`config.mk`:
```
export PLATFORM = sky130hd
export DESIGN_NAME = usbrd_ctrl
export DESIGN_NICKNAME = d
export VERILOG_FILES = /design/src/rtl/usbrd_pkg.sv /design/src/rtl/usbrd_cfg_if.sv /design/src/rtl/usbrd_strap_dec.sv /design/src/rtl/usbrd_ctrl.sv
export VERILOG_INCLUDE_DIRS = /design/src /design/src/rtl
export SDC_FILE = /design/constraint.sdc
export NUM_CORES = 1
export LEC_CHECK = 0
export BUFFER_PORTS_ARGS = -buffer_cell sky130_fd_sc_hd__buf_2
export CORE_MARGIN = 3
export CORE_UTILIZATION = 40
export CTS_BUF_LIST = sky130_fd_sc_hd__clkbuf_16
export DETAILED_ROUTE_END_ITERATION = 6
export GPL_TIMING_DRIVEN = 0
export PLACE_DENSITY_LB_ADDON = 0.2
export REMOVE_ABC_BUFFERS = 1
export SLEW_MARGIN = 40
export SYNTH_ARGS = -nofsm -noshare
export SYNTH_HDL_FRONTEND = slang
export SYNTH_SLANG_ARGS = --single-unit
```
`constraint.sdc`:
```
create_clock -name pclk -period 3.64 [get_ports pclk]
set_input_delay 0.364 -clock pclk [delete_from_list [all_inputs] [get_ports pclk]]
set_output_delay 0.364 -clock pclk [all_outputs]
set_load 0.05 [all_outputs]
```
`src/rtl/usbrd_consts.svh`:
```
`ifndef USBRD_CONSTS_SVH
`define USBRD_CONSTS_SVH

// ****************************************
// Clock
// ****************************************
`define USBRD_CLK_PERIOD_NS 10

// ****************************************
// Timing, in nanoseconds
// ****************************************
// Spacing between two far-end receiver probes
`define USBRD_DET_PERIOD_NS 100000
// Probe pulse held before the result is sampled
`define USBRD_DET_SETTLE_NS 1000
// Quiet time in U0 before the low-power state is entered
`define USBRD_IDLE_NS 10000

// ****************************************
// Register offsets
// ****************************************
`define USBRD_CTRL_OFS 12'h000
`define USBRD_STATUS_OFS 12'h004
`define USBRD_STRAP_OFS 12'h008

// ****************************************
// Control fields and reset value
// ****************************************
`define USBRD_CTRL_AUTO_LFPS_BIT 0
`define USBRD_CTRL_IDLE_EN_BIT 1
`define USBRD_CTRL_RESET 2'h3

// ****************************************
// Status fields
// ****************************************
`define USBRD_STAT_STATE_LSB 0
`define USBRD_STAT_FOUND_LSB 4
`define USBRD_STAT_TERM_BIT 6
`define USBRD_STAT_LFPS_LSB 7
`define USBRD_STAT_ACT_LSB 9

// ****************************************
// Strap readback fields, channel two at +8
// ****************************************
`define USBRD_STRAP_GAIN_LSB 0
`define USBRD_STRAP_SWING_BIT 2
`define USBRD_STRAP_EMPH_LSB 3
`define USBRD_STRAP_CH2_SHIFT 8

`endif

```
`src/rtl/usbrd_pkg.sv`:
```
package usbrd_pkg;

  typedef enum logic [3:0] {
    USBRD_ST_SHUT = 4'h1,
    USBRD_ST_DISC = 4'h2,
    USBRD_ST_ACT  = 4'h4,
    USBRD_ST_LOWP = 4'h8
  } usbrd_state_e;

  typedef enum logic [1:0] {
    USBRD_GAIN_3DB = 2'h0,
    USBRD_GAIN_6DB = 2'h1,
    USBRD_GAIN_9DB = 2'h2
  } usbrd_gain_e;

  typedef enum logic {
    USBRD_SWING_0P9 = 1'h0,
    USBRD_SWING_1P1 = 1'h1
  } usbrd_swing_e;

  typedef enum logic [1:0] {
    USBRD_EMPH_0DB   = 2'h0,
    USBRD_EMPH_3P5DB = 2'h1,
    USBRD_EMPH_6P2DB = 2'h2
  } usbrd_emph_e;

endpackage

```
`src/rtl/usbrd_cfg_if.sv`:
```
`timescale 1ns/1ps
interface usbrd_cfg_if;
  import usbrd_pkg::*;
  usbrd_gain_e gain;
  usbrd_swing_e swing;
  usbrd_emph_e emph;
  modport dec (output gain, output swing, output emph);
  modport use_side (input gain, input swing, input emph);
endinterface

```
`src/rtl/usbrd_strap_dec.sv`:
```
`timescale 1ns/1ps
`include "usbrd_consts.svh"
module usbrd_strap_dec
  import usbrd_pkg::*;
(
  // Clock and reset
  input wire logic pclk,
  input wire logic presetn,
  // Synchronised strap samples: pd read under pull-down, pu under pull-up
  input wire logic gain_pd,
  input wire logic gain_pu,
  input wire logic swing_lvl,
  input wire logic emph_pd,
  input wire logic emph_pu,
  // Decoded settings
  usbrd_cfg_if.dec cfg
);

  // A floating pin follows the pull; a driven pin ignores it
  always_ff @(posedge pclk or negedge presetn) begin
    if (!presetn) begin
      cfg.gain <= USBRD_GAIN_6DB;
    end else if (gain_pd && gain_pu) begin
      cfg.gain <= USBRD_GAIN_9DB;
    end else if (!gain_pd && !gain_pu) begin
      cfg.gain <= USBRD_GAIN_3DB;
    end else begin
      cfg.gain <= USBRD_GAIN_6DB;
    end
  end

  always_ff @(posedge pclk or negedge presetn) begin
    if (!presetn) begin
      cfg.swing <= USBRD_SWING_0P9;
    end else begin
      cfg.swing <= swing_lvl ? USBRD_SWING_1P1 : USBRD_SWING_0P9;
    end
  end

  always_ff @(posedge pclk or negedge presetn) begin
    if (!presetn) begin
      cfg.emph <= USBRD_EMPH_3P5DB;
    end else if (emph_pd && emph_pu) begin
      cfg.emph <= USBRD_EMPH_6P2DB;
    end else if (!emph_pd && !emph_pu) begin
      cfg.emph <= USBRD_EMPH_0DB;
    end else begin
      cfg.emph <= USBRD_EMPH_3P5DB;
    end
  end

  gain_high_a: assert property (@(posedge pclk) disable iff (!presetn)
    (gain_pd && gain_pu) |=> cfg.gain == USBRD_GAIN_9DB)
    else $error("high gain strap not decoded as 9 dB");
  gain_float_a: assert property (@(posedge pclk) disable iff (!presetn)
    (!gain_pd && gain_pu) ##1 (!gain_pd && gain_pu) |-> cfg.gain == USBRD_GAIN_6DB)
    else $error("floating gain strap not decoded as 6 dB");
  swing_sel_a: assert property (@(posedge pclk) disable iff (!presetn)
    $rose(swing_lvl) |=> cfg.swing == USBRD_SWING_1P1)
    else $error("high swing strap not decoded as 1.1 Vpp");
  emph_low_a: assert property (@(posedge pclk) disable iff (!presetn)
    (!emph_pd && !emph_pu) |=> cfg.emph == USBRD_EMPH_0DB)
    else $error("low emphasis strap not decoded as 0 dB");

endmodule

```
`src/rtl/usbrd_ctrl.sv`:
```
`timescale 1ns/1ps
`include "usbrd_consts.svh"
module usbrd_ctrl
  import usbrd_pkg::*;
#(
  parameter int DET_PERIOD_CYC = `USBRD_DET_PERIOD_NS / `USBRD_CLK_PERIOD_NS,
  parameter int DET_SETTLE_CYC = `USBRD_DET_SETTLE_NS / `USBRD_CLK_PERIOD_NS,
  parameter int IDLE_CYC = `USBRD_IDLE_NS / `USBRD_CLK_PERIOD_NS
) (
  // Clock and reset
  input wire logic pclk,
  input wire logic presetn,
  // APB slave
  input wire logic psel,
  input wire logic penable,
  input wire logic pwrite,
  input wire logic [11:0] paddr,
  input wire logic [31:0] pwdata,
  output logic [31:0] prdata,
  output logic pready,
  output logic pslverr,
  // Pins and analog front end, asynchronous
  input wire logic en_rxd,
  input wire logic [1:0] rx_present,
  input wire logic [1:0] ss_activity,
  input wire logic [1:0] lfps_sense,
  // Strap samples, asynchronous, index 0 is channel one
  input wire logic [1:0] rx_gain_strap_pd,
  input wire logic [1:0] rx_gain_strap_pu,
  input wire logic [1:0] tx_swing_strap,
  input wire logic [1:0] tx_emphasis_strap_pd,
  input wire logic [1:0] tx_emphasis_strap_pu,
  // Front-end controls
  output logic [1:0] rxdet_probe,
  output logic rx_term_en,
  output logic redrive_en,
  output logic [1:0] tx_deemph_off,
  output logic [3:0] power_state,
  // Decoded strap settings, channel one then two
  output logic [1:0] ch1_gain,
  output logic ch1_swing,
  output logic [1:0] ch1_emph,
  output logic [1:0] ch2_gain,
  output logic ch2_swing,
  output logic [1:0] ch2_emph
);

  localparam int SYNC_W = 17;
  localparam int CNT_W = 32;

  // ****************************************
  // Input synchronisers
  // ****************************************
  logic [SYNC_W-1:0] sync1_r;
  logic [SYNC_W-1:0] sync2_r;
  logic en_s;
  logic [1:0] found_s;
  logic [1:0] act_s;
  logic [1:0] lfps_s;

  always_ff @(posedge pclk or negedge presetn) begin
    if (!presetn) begin
      sync1_r <= '0;
      sync2_r <= '0;
    end else begin
      sync1_r <= {tx_emphasis_strap_pu, tx_emphasis_strap_pd, tx_swing_strap, rx_gain_strap_pu,
                  rx_gain_strap_pd, lfps_sense, ss_activity, rx_present, en_rxd};
      sync2_r <= sync1_r;
    end
  end

  assign en_s = sync2_r[0];
  assign found_s = sync2_r[2:1];
  assign act_s = sync2_r[4:3];
  assign lfps_s = sync2_r[6:5];

  // ****************************************
  // Strap decoding
  // ****************************************
  usbrd_cfg_if cfg1 ();
  usbrd_cfg_if cfg2 ();

  // One decoder per channel so the two may be strapped differently
  usbrd_strap_dec u_dec1 (
    .pclk(pclk),
    .presetn(presetn),
    .gain_pd(sync2_r[7]),
    .gain_pu(sync2_r[9]),
    .swing_lvl(sync2_r[11]),
    .emph_pd(sync2_r[13]),
    .emph_pu(sync2_r[15]),
    .cfg(cfg1.dec)
  );

  usbrd_strap_dec u_dec2 (
    .pclk(pclk),
    .presetn(presetn),
    .gain_pd(sync2_r[8]),
    .gain_pu(sync2_r[10]),
    .swing_lvl(sync2_r[12]),
    .emph_pd(sync2_r[14]),
    .emph_pu(sync2_r[16]),
    .cfg(cfg2.dec)
  );

  assign ch1_gain = cfg1.gain;
  assign ch1_swing = cfg1.swing;
  assign ch1_emph = cfg1.emph;
  assign ch2_gain = cfg2.gain;
  assign ch2_swing = cfg2.swing;
  assign ch2_emph = cfg2.emph;

  // ****************************************
  // Control register
  // ****************************************
  logic [1:0] ctrl_r;
  logic wr_en;
  logic auto_lfps;
  logic idle_en;

  assign wr_en = psel && penable && pwrite && (paddr == `USBRD_CTRL_OFS);
  assign auto_lfps = ctrl_r[`USBRD_CTRL_AUTO_LFPS_BIT];
  assign idle_en = ctrl_r[`USBRD_CTRL_IDLE_EN_BIT];

  always_ff @(posedge pclk or negedge presetn) begin
    if (!presetn) begin
      ctrl_r <= `USBRD_CTRL_RESET;
    end else if (wr_en) begin
      ctrl_r <= pwdata[1:0];
    end
  end

  // ****************************************
  // Receiver detection timer
  // ****************************************
  usbrd_state_e state_r;
  usbrd_state_e state_nxt;
  logic probing;
  logic [CNT_W-1:0] det_cnt_r;
  logic probe_r;
  logic det_done;

  // Probing runs only where no link is confirmed or it may have gone away
  assign probing = en_s && (state_r == USBRD_ST_DISC || state_r == USBRD_ST_LOWP);
  assign det_done = probe_r && (det_cnt_r == CNT_W'(DET_SETTLE_CYC - 1));

  always_ff @(posedge pclk or negedge presetn) begin
    if (!presetn) begin
      det_cnt_r <= '0;
      probe_r <= 1'b0;
    end else if (!probing) begin
      det_cnt_r <= '0;
      probe_r <= 1'b0;
    end else if (det_done) begin
      det_cnt_r <= '0;
      probe_r <= 1'b0;
    end else if (!probe_r && det_cnt_r == CNT_W'(DET_PERIOD_CYC - 1)) begin
      det_cnt_r <= '0;
      probe_r <= 1'b1;
    end else begin
      det_cnt_r <= det_cnt_r + CNT_W'(1);
    end
  end

  assign rxdet_probe = {probe_r, probe_r};

  // ****************************************
  // U0 idle timer
  // ****************************************
  logic [CNT_W-1:0] idle_cnt_r;
  logic idle_done;

  assign idle_done = idle_en && (idle_cnt_r == CNT_W'(IDLE_CYC - 1));

  always_ff @(posedge pclk or negedge presetn) begin
    if (!presetn) begin
      idle_cnt_r <= '0;
    end else if (state_r != USBRD_ST_ACT || (|act_s) || idle_done) begin
      idle_cnt_r <= '0;
    end else if (idle_cnt_r != CNT_W'(IDLE_CYC - 1)) begin
      idle_cnt_r <= idle_cnt_r + CNT_W'(1);
    end
  end

  // ****************************************
  // Power state machine
  // ****************************************
  always_comb begin
    state_nxt = state_r;
    if (!en_s) begin
      state_nxt = USBRD_ST_SHUT;
    end else begin
      unique case (state_r)
        USBRD_ST_SHUT: begin
          state_nxt = USBRD_ST_DISC;
        end
        USBRD_ST_DISC: begin
          if (det_done && found_s == 2'h3) begin
            state_nxt = USBRD_ST_ACT;
          end
        end
        USBRD_ST_ACT: begin
          if (idle_done && !(|act_s)) begin
            state_nxt = USBRD_ST_LOWP;
          end
        end
        USBRD_ST_LOWP: begin
          // A lost partner takes priority over traffic seen the same cycle
          if (det_done && found_s != 2'h3) begin
            state_nxt = USBRD_ST_DISC;
          end else if (|act_s) begin
            state_nxt = USBRD_ST_ACT;
          end
        end
        default: begin
          state_nxt = USBRD_ST_SHUT;
        end
      endcase
    end
  end

  // Reset lands in shutdown; a high enable moves on to disconnect next edge
  always_ff @(posedge pclk or negedge presetn) begin
    if (!presetn) begin
      state_r <= USBRD_ST_SHUT;
    end else begin
      state_r <= state_nxt;
    end
  end

  assign power_state = state_r;

  // ****************************************
  // Termination, redrive and LFPS handling
  // ****************************************
  always_ff @(posedge pclk or negedge presetn) begin
    if (!presetn) begin
      rx_term_en <= 1'b0;
      redrive_en <= 1'b0;
    end else begin
      rx_term_en <= (state_nxt == USBRD_ST_ACT) || (state_nxt == USBRD_ST_LOWP);
      redrive_en <= (state_nxt == USBRD_ST_ACT);
    end
  end

  // Per channel, so one side's LFPS leaves the other's emphasis alone
  always_ff @(posedge pclk or negedge presetn) begin
    if (!presetn) begin
      tx_deemph_off <= 2'h0;
    end else begin
      tx_deemph_off <= lfps_s & {2{auto_lfps}};
    end
  end

  // ****************************************
  // APB read path
  // ****************************************
  logic [31:0] rd_word;
  logic rd_hit;

  always_comb begin
    rd_word = 32'h0;
    rd_hit = 1'b1;
    unique case (paddr)
      `USBRD_CTRL_OFS: begin
        rd_word[1:0] = ctrl_r;
      end
      `USBRD_STATUS_OFS: begin
        rd_word[`USBRD_STAT_STATE_LSB +: 4] = state_r;
        rd_word[`USBRD_STAT_FOUND_LSB +: 2] = found_s;
        rd_word[`USBRD_STAT_TERM_BIT] = rx_term_en;
        rd_word[`USBRD_STAT_LFPS_LSB +: 2] = lfps_s;
        rd_word[`USBRD_STAT_ACT_LSB +: 2] = act_s;
      end
      `USBRD_STRAP_OFS: begin
        rd_word[`USBRD_STRAP_GAIN_LSB +: 2] = cfg1.gain;
        rd_word[`USBRD_STRAP_SWING_BIT] = cfg1.swing;
        rd_word[`USBRD_STRAP_EMPH_LSB +: 2] = cfg1.emph;
        rd_word[`USBRD_STRAP_CH2_SHIFT + `USBRD_STRAP_GAIN_LSB +: 2] = cfg2.gain;
        rd_word[`USBRD_STRAP_CH2_SHIFT + `USBRD_STRAP_SWING_BIT] = cfg2.swing;
        rd_word[`USBRD_STRAP_CH2_SHIFT + `USBRD_STRAP_EMPH_LSB +: 2] = cfg2.emph;
      end
      default: begin
        rd_hit = 1'b0;
      end
    endcase
  end

  // Captured in the setup cycle so the access phase never waits
  always_ff @(posedge pclk or negedge presetn) begin
    if (!presetn) begin
      prdata <= 32'h0;
      pslverr <= 1'b0;
    end else if (psel && !penable) begin
      prdata <= pwrite ? 32'h0 : rd_word;
      pslverr <= !rd_hit;
    end
  end

  assign pready = 1'b1;

  // ****************************************
  // Checks
  // ****************************************
  logic [CNT_W-1:0] gap_r;

  always_ff @(posedge pclk or negedge presetn) begin
    if (!presetn) begin
      gap_r <= '0;
    end else if (!probing || probe_r) begin
      gap_r <= '0;
    end else begin
      gap_r <= gap_r + CNT_W'(1);
    end
  end

  disc_probe_a: assert property (@(posedge pclk) disable iff (!presetn)
    state_r == USBRD_ST_DISC |-> gap_r <= CNT_W'(DET_PERIOD_CYC))
    else $error("no receiver probe within one period in disconnect");
  lowp_probe_a: assert property (@(posedge pclk) disable iff (!presetn)
    state_r == USBRD_ST_LOWP |-> gap_r <= CNT_W'(DET_PERIOD_CYC))
    else $error("no receiver probe within one period in low power");
  term_cause_a: assert property (@(posedge pclk) disable iff (!presetn)
    $rose(rx_term_en) |-> $past(det_done) && $past(found_s) == 2'h3)
    else $error("termination enabled without a detected receiver");
  both_found_a: assert property (@(posedge pclk) disable iff (!presetn)
    state_r == USBRD_ST_DISC ##1 state_r == USBRD_ST_ACT |-> $past(found_s) == 2'h3)
    else $error("entered U0 without both far-end receivers");
  u0_hold_a: assert property (@(posedge pclk) disable iff (!presetn)
    (state_r == USBRD_ST_ACT && en_s && (|act_s)) |=> state_r == USBRD_ST_ACT && redrive_en)
    else $error("left U0 while traffic was arriving");
  shut_entry_a: assert property (@(posedge pclk) disable iff (!presetn)
    !en_s |=> state_r == USBRD_ST_SHUT ##1 !rx_term_en)
    else $error("detect-enable low did not force shutdown");
  lfps_off_a: assert property (@(posedge pclk) disable iff (!presetn)
    (lfps_s[0] && auto_lfps) |=> tx_deemph_off[0])
    else $error("de-emphasis stayed on during LFPS");
  resume_disc_a: assert property (@(posedge pclk) disable iff (!presetn)
    (state_r == USBRD_ST_SHUT && en_s) |=> state_r == USBRD_ST_DISC ##[1:2] !rx_term_en)
    else $error("did not resume in disconnect after shutdown");

endmodule

```
Yosys cells after proc, flatten, opt, wreduce, memory -nomap -nowiden --
Index checks and enable logic that the tools add are counted.
Operators by class: $add $sub $neg 2, equality and inequality tests 16, multiplexer cells 31, bitwise operators 1, reductions and logical operators 39
Operator list (count):
- two-way mux 32 bit | 5
- adder 32 x 1 -> 32 bit, second input constant | 2
- equality test 32 x 10 -> 1 bit, second input constant | 1
- equality test 32 x 14 -> 1 bit, second input constant | 1
- equality test 32 x 7 -> 1 bit, second input constant | 1
- inequality test 32 x 10 -> 1 bit, second input constant | 1
- two-way mux 4 bit | 5
- logical AND 1 bit | 19
- case mux 4 bit (4 select lines) | 1
- two-way mux 13 bit | 1
- equality test 12 x 3 -> 1 bit, second input constant | 1
- equality test 12 x 4 -> 1 bit, second input constant | 1
- logical NOT 1 bit | 12
- logical NOT 12 bit | 1
- case mux 3 bit (2 select lines) | 2
- two-way mux 1 bit | 10
- two-way mux 2 bit | 5
- equality test 4 x 3 -> 1 bit, second input constant | 2
- equality test 4 bit, second input constant | 2
- case mux 2 bit (3 select lines) | 1
- equality test 4 x 1 -> 1 bit, second input constant | 1
- equality test 4 x 2 -> 1 bit, second input constant | 1
- logical OR 1 bit | 4
- inequality test 4 x 3 -> 1 bit, second input constant | 1
- other kinds (8) | 8
Word-level totals: register bits 152, input port bits 66, output and inout bits 54, logic and storage cells 107

Longest topological paths before layout --
depth after elaboration 8, gate-level depth with buffers 8, depth with buffers taken out 6

Cells and area by module --
Synthesis repeated with hierarchy kept, for this count alone.
Unflattened totals: cells, all modules 521, area total of the unflattened synthesis 5753.0 µm²
Modules (own cells, without submodules):
- usbrd_ctrl | instances 1, cells an instance 507, area an instance 5447.7 µm², sequential area each 3081.7 µm²
- usbrd_strap_dec | instances 2, cells an instance 7, area an instance 152.6 µm², sequential area each 127.6 µm²

Least setup slack after synthesis --
No wires, ideal clock.
kind register -> register, start point reg state_r[2] (netlist: power_state[2]), end point reg idle_cnt_r[14], library setup time 0.071 ns, arrival 1.874 ns, required time 3.569 ns, slack 1.694 ns, cell stages (with the launch flop) 7, buffers on the path 2, period minus slack after synthesis 1.946 ns, path through dfrtp_1 nor4b_1 nand2_1 a21o_1 buf_6 buf_4 nor2_1
Between the ends: longest elaborated chain between the ends 4, elaborated cells between the ends (all ways) 5, those cells by class 1 x eq/ne; 1 x mux; 3 x reduce/logical
RTL lines:
- start, declared | line usbrd_ctrl.sv:136 | usbrd_state_e state_r;
- start signal, assigned | line usbrd_ctrl.sv:227 | state_r <= state_nxt;
- inequality test 4 x 3 -> 1 bit (*) | line usbrd_ctrl.sv:178 | end else if (state_r != USBRD_ST_ACT || (|act_s) || idle_done) begin
- logical OR 1 bit (*) (2 in series) | line usbrd_ctrl.sv:178
- two-way mux 32 bit or nonzero test 2 bit (tied branches)
- end signal, assigned | line usbrd_ctrl.sv:181 | idle_cnt_r <= idle_cnt_r + CNT_W'(1);
- end, declared | line usbrd_ctrl.sv:170 | logic [CNT_W-1:0] idle_cnt_r;
Every way passes the cells marked *; elsewhere a longest branch is shown, timed or not. A chain may end at the register's enable or synchronous reset.

Final worst setup path --
start point reg idle_cnt_r[22], end point reg idle_cnt_r[27]
Between the ends: longest elaborated chain between the ends 4, elaborated cells between the ends (all ways) 8, those cells by class 1 x add/sub; 2 x eq/ne; 2 x mux; 3 x reduce/logical
RTL lines:
- parallel branches: the longest is 4 deep, another holds adder 32 x 1 -> 32 bit
Parallel ways; which one is timed is not known. The select of a mux whose other input is x is not followed.

==> flow_metrics.py <==
metrics = {
    "status": {
        "status": "complete, no violations",
    },
    "cts": {
        "cts-buffers-inserted": 17,
        "post_cts_buffers": 0,
        "clk_pin_slew_worst_paths_ns": 0.06,
        "cts_tree": "done",
        "clock-sinks": 133,
        "ctsLongestPathBuffers": 2,
        "htree_levels": 4,
        "cts-root-buf": "clkbuf_16",
        "clk_latency_ns": 0.42,
    },
    "floorplan": {
        "initial_utilization_pct": 41.8,
        "ioPinCount": 120,
        "coreArea_um2": 14100,
        "dieHeight_um": 128,
        "std_cell_rows": 43,
        "die_x_um": 128,
        "dieArea_um2": 16300,
    },
    "place": {
        "dp_hpwl_um": 8010,
        "portBuffers": 69,
        "gp_congestion": 0.784,
    },
    "pwr": {
        "p_sw_share_pct": 23.1,
        "powerDensity_nw_per_um2": 506,
        "pwr-share-seq_pct": 44.2,
        "switchingPower_uw": 813,
        "power_frac_comb_pct": 6.6,
        "leakagePower_nw": 3.04,
        "power_frac_clock_pct": 49.2,
        "power.internal_mw": 2.70,
        "ir_worst_vdd_mv": 0.335,
    },
    "route": {
        "wl_per_cell_um": 14.6,
        "drtIter0Drc": 234,
        "via_per_inst": 5.11,
        "ant_nets": 0,
        "drc": 0,
        "drt_pre_antenna_iters": 4,
        "num_vias": 4061,
        "wl_um": 11600,
    },
    "synthesis": {
        "netlist_instances": 530,
        "avgSynthCellArea_um2": 11.2,
        "synth.most_common_cell": "dfrtp_1",
        "ys_top_cells_by_area": "dfrtp_1 53%, nor2_1 4.6%, xor2_1 4.3%",
        "syn_area_um2": 5920,
        "yosysWarningCount": 0,
        "yosysTopAreaCell": "dfrtp_1",
        "synthTopCellsByCount": "126 x dfrtp_1, 73 x nor2_1, 31 x nand2_1",
        "synth_top_area_share_pct": 53.3,
        "ys_async_sr_fraction_pct": 100,
        "ys_seq_elements": 133,
        "synth-edff-count": 0,
        "ys_types": 53,
        "synth_ff_type": "dfrtp_1",
        "yosysSeqAreaShare_pct": 56.4,
    },
    "run": {
        "drv_cap": 0,
    },
    "final_layout": {
        "ff_latch_area_um2": 3340,
        "area_growth_pct": 17.4,
        "nets": 674,
        "multi_input_area_um2": 2340,
        "fillerInstances": 1289,
        "drive_gt1_share_pct": 21.5,
        "antenna_cells": 0,
        "final_util_pct": 49.1,
    },
    "grt": {
        "grt_pass1_vias": 4055,
        "antenna_found_initial": 0,
        "grt_max_degree": 74,
        "grt_pass1_wl_um": 19900,
        "overflow": 0,
        "grt_usage_pct": 15.4,
    },
    "sta": {
        "final.period_utilization_pct": 63.1,
        "drv_slew": 0,
        "rsz0062_at_grt": "false",
        "period_minus_slack_ns": 2.30,
        "finClkSkew_ns": 0.0123,
        "tightestPinTransition_ns": 0.735,
        "tns_ns": 0,
        "max_freq_ghz": 0.435,
        "final_hold_viol_count": 0,
        "maxSlewHeadroom_pct": 50.7,
        "setup_viol": 0,
    },
    "worst_setup_path": {
        "worstSetupPathType": "register to register",
        "ff2ff_setup_slack_ns": 1.34,
        "startpoint_type": "register",
        "cp-end-kind": "register",
        "required_ns": 3.91,
        "arrival_ns": 2.57,
        "path_max_fanout": 27,
    },
    "min_path": {
        "min_path_type": "input pin to register",
    },
}
[sequential cells by signal (all words and copies together), names as in the netlist, 2 cells and up]
signal / flops
u_dec1.cfg.emph: 2
det_cnt_r: 32
u_dec2.cfg.emph: 2
sync1_r: 17
tx_deemph_off: 2
prdata: 13
ctrl_r: 2
power_state: 4
u_dec1.cfg.gain: 2
idle_cnt_r: 32
sync2_r: 17
u_dec2.cfg.gain: 2
[placed cells by master (no fill, tap or decap), drive strengths merged, types with 3 or more instances in the layout]
cell type and count:
dfrtp 126, nor2 75, buf 70, nand2 31, xor2 29, xnor2 26
nand3 24, nand4 22, nor4 21, conb 20, nor3 20, clkbuf 17
inv 16, and2 11, a21oi 9, and3 9, a221o 8, o21ai 8
and4 8, dfstp 7, a22o 6, ha 6, clkinv 5, mux2i 4
or3 4, bufinv 4, or4 4, a31o 3, clkinvlp 3
[power groups by stage]
stage / sequential [mW] / clock [mW] / combinational (mW)
6_report: 1.55 / 1.73 / 0.233
5_1_grt: 1.55 / 1.84 / 0.255
4_1_cts: 1.55 / 1.77 / 0.237
3_5_place_dp: 1.58 / 0 / 0.236
3_3_place_gp: 1.57 / 0 / 0.227
2_1_floorplan: 1.63 / 0 / 0.0854
[final timing paths]
path | cells after the start | to | startpoint
setup / recovery | 5 | idle_cnt_r[27] | idle_cnt_r[22]
hold / removal | 1 | sync1_r[10] | rx_gain_strap_pu[1]
setup reg to reg | 5 | idle_cnt_r[27] | idle_cnt_r[22]
hold reg to reg | 0 | sync2_r[11] | sync1_r[11]
max in group asynchronous | 3 | u_dec2.cfg.gain[0] | presetn
min in group asynchronous | 2 | sync2_r[9] | presetn
[cell type report]
type | instances | share of cell area, %
clock inverter | 15 | 2.52
inverter | 13 | 0.703
multi-input combinational | 366 | 33.7
tap | 180 | 3.24
clock buffer | 17 | 6.13
sequential | 133 | 48.0
timing repair buffer | 71 | 5.66
[critical path: stages (launching register included)]
cell     delay (ns)
dfrtp_1        0.42
nor4_1         0.39
nand3_1        0.18
nor4_4         0.49
a21o_2         0.55
nor2_1         0.11
[kinds of logic (layout without fill, tap and decap cells)]
kind of cell | count (synthesis) | count (layout) | share of synthesized area (%)
and+or+nand+nor | 238 | 238 | 22.7
DFF | 133 | 133 | 56.4
xor gates and xnor gates | 55 | 55 | 8.14
buffers and inverters | 49 | 116 | 5.29
AOI/OAI and AO/OA | 41 | 41 | 5.01
adders and majority gates | 6 | 6 | 1.27
muxes | 6 | 6 | 1.06
other | 2 | 20 | 0.127
[metrics by stage]
step / setup WS (ns) / power [mW] / area (um^2) / instances / hold WS (ns)
2_1_floorplan: 1.30 / 1.72 / 5720 / 512 / 0.0684
3_3_place_gp: 0.476 / 1.80 / 6290 / 761 / 0.333
3_5_place_dp: 1.31 / 1.81 / 6330 / 762 / 0.333
4_1_cts: 1.29 / 3.56 / 6950 / 795 / 0.0321
5_1_grt: 1.11 / 3.65 / 6950 / 795 / 0.0276
6_report: 1.34 / 3.51 / 6950 / 795 / 0.0505
[per-layer routing]
metal	vias up	track usage (%)	share of wire [%]
met2	118	23.4	44
met3	14	4.97	6.7
met4	0	5.06	1.5
li1	1957	-	-
met5	-	0	0
met1	1972	21.0	47
[what timing repair did]
action / in CTS / in global routing
resized for setup: 0 / 0
hold buffers: 1 / 0
hold endpoints to repair: 59 / 0
Power figures use the tool's default switching activity.
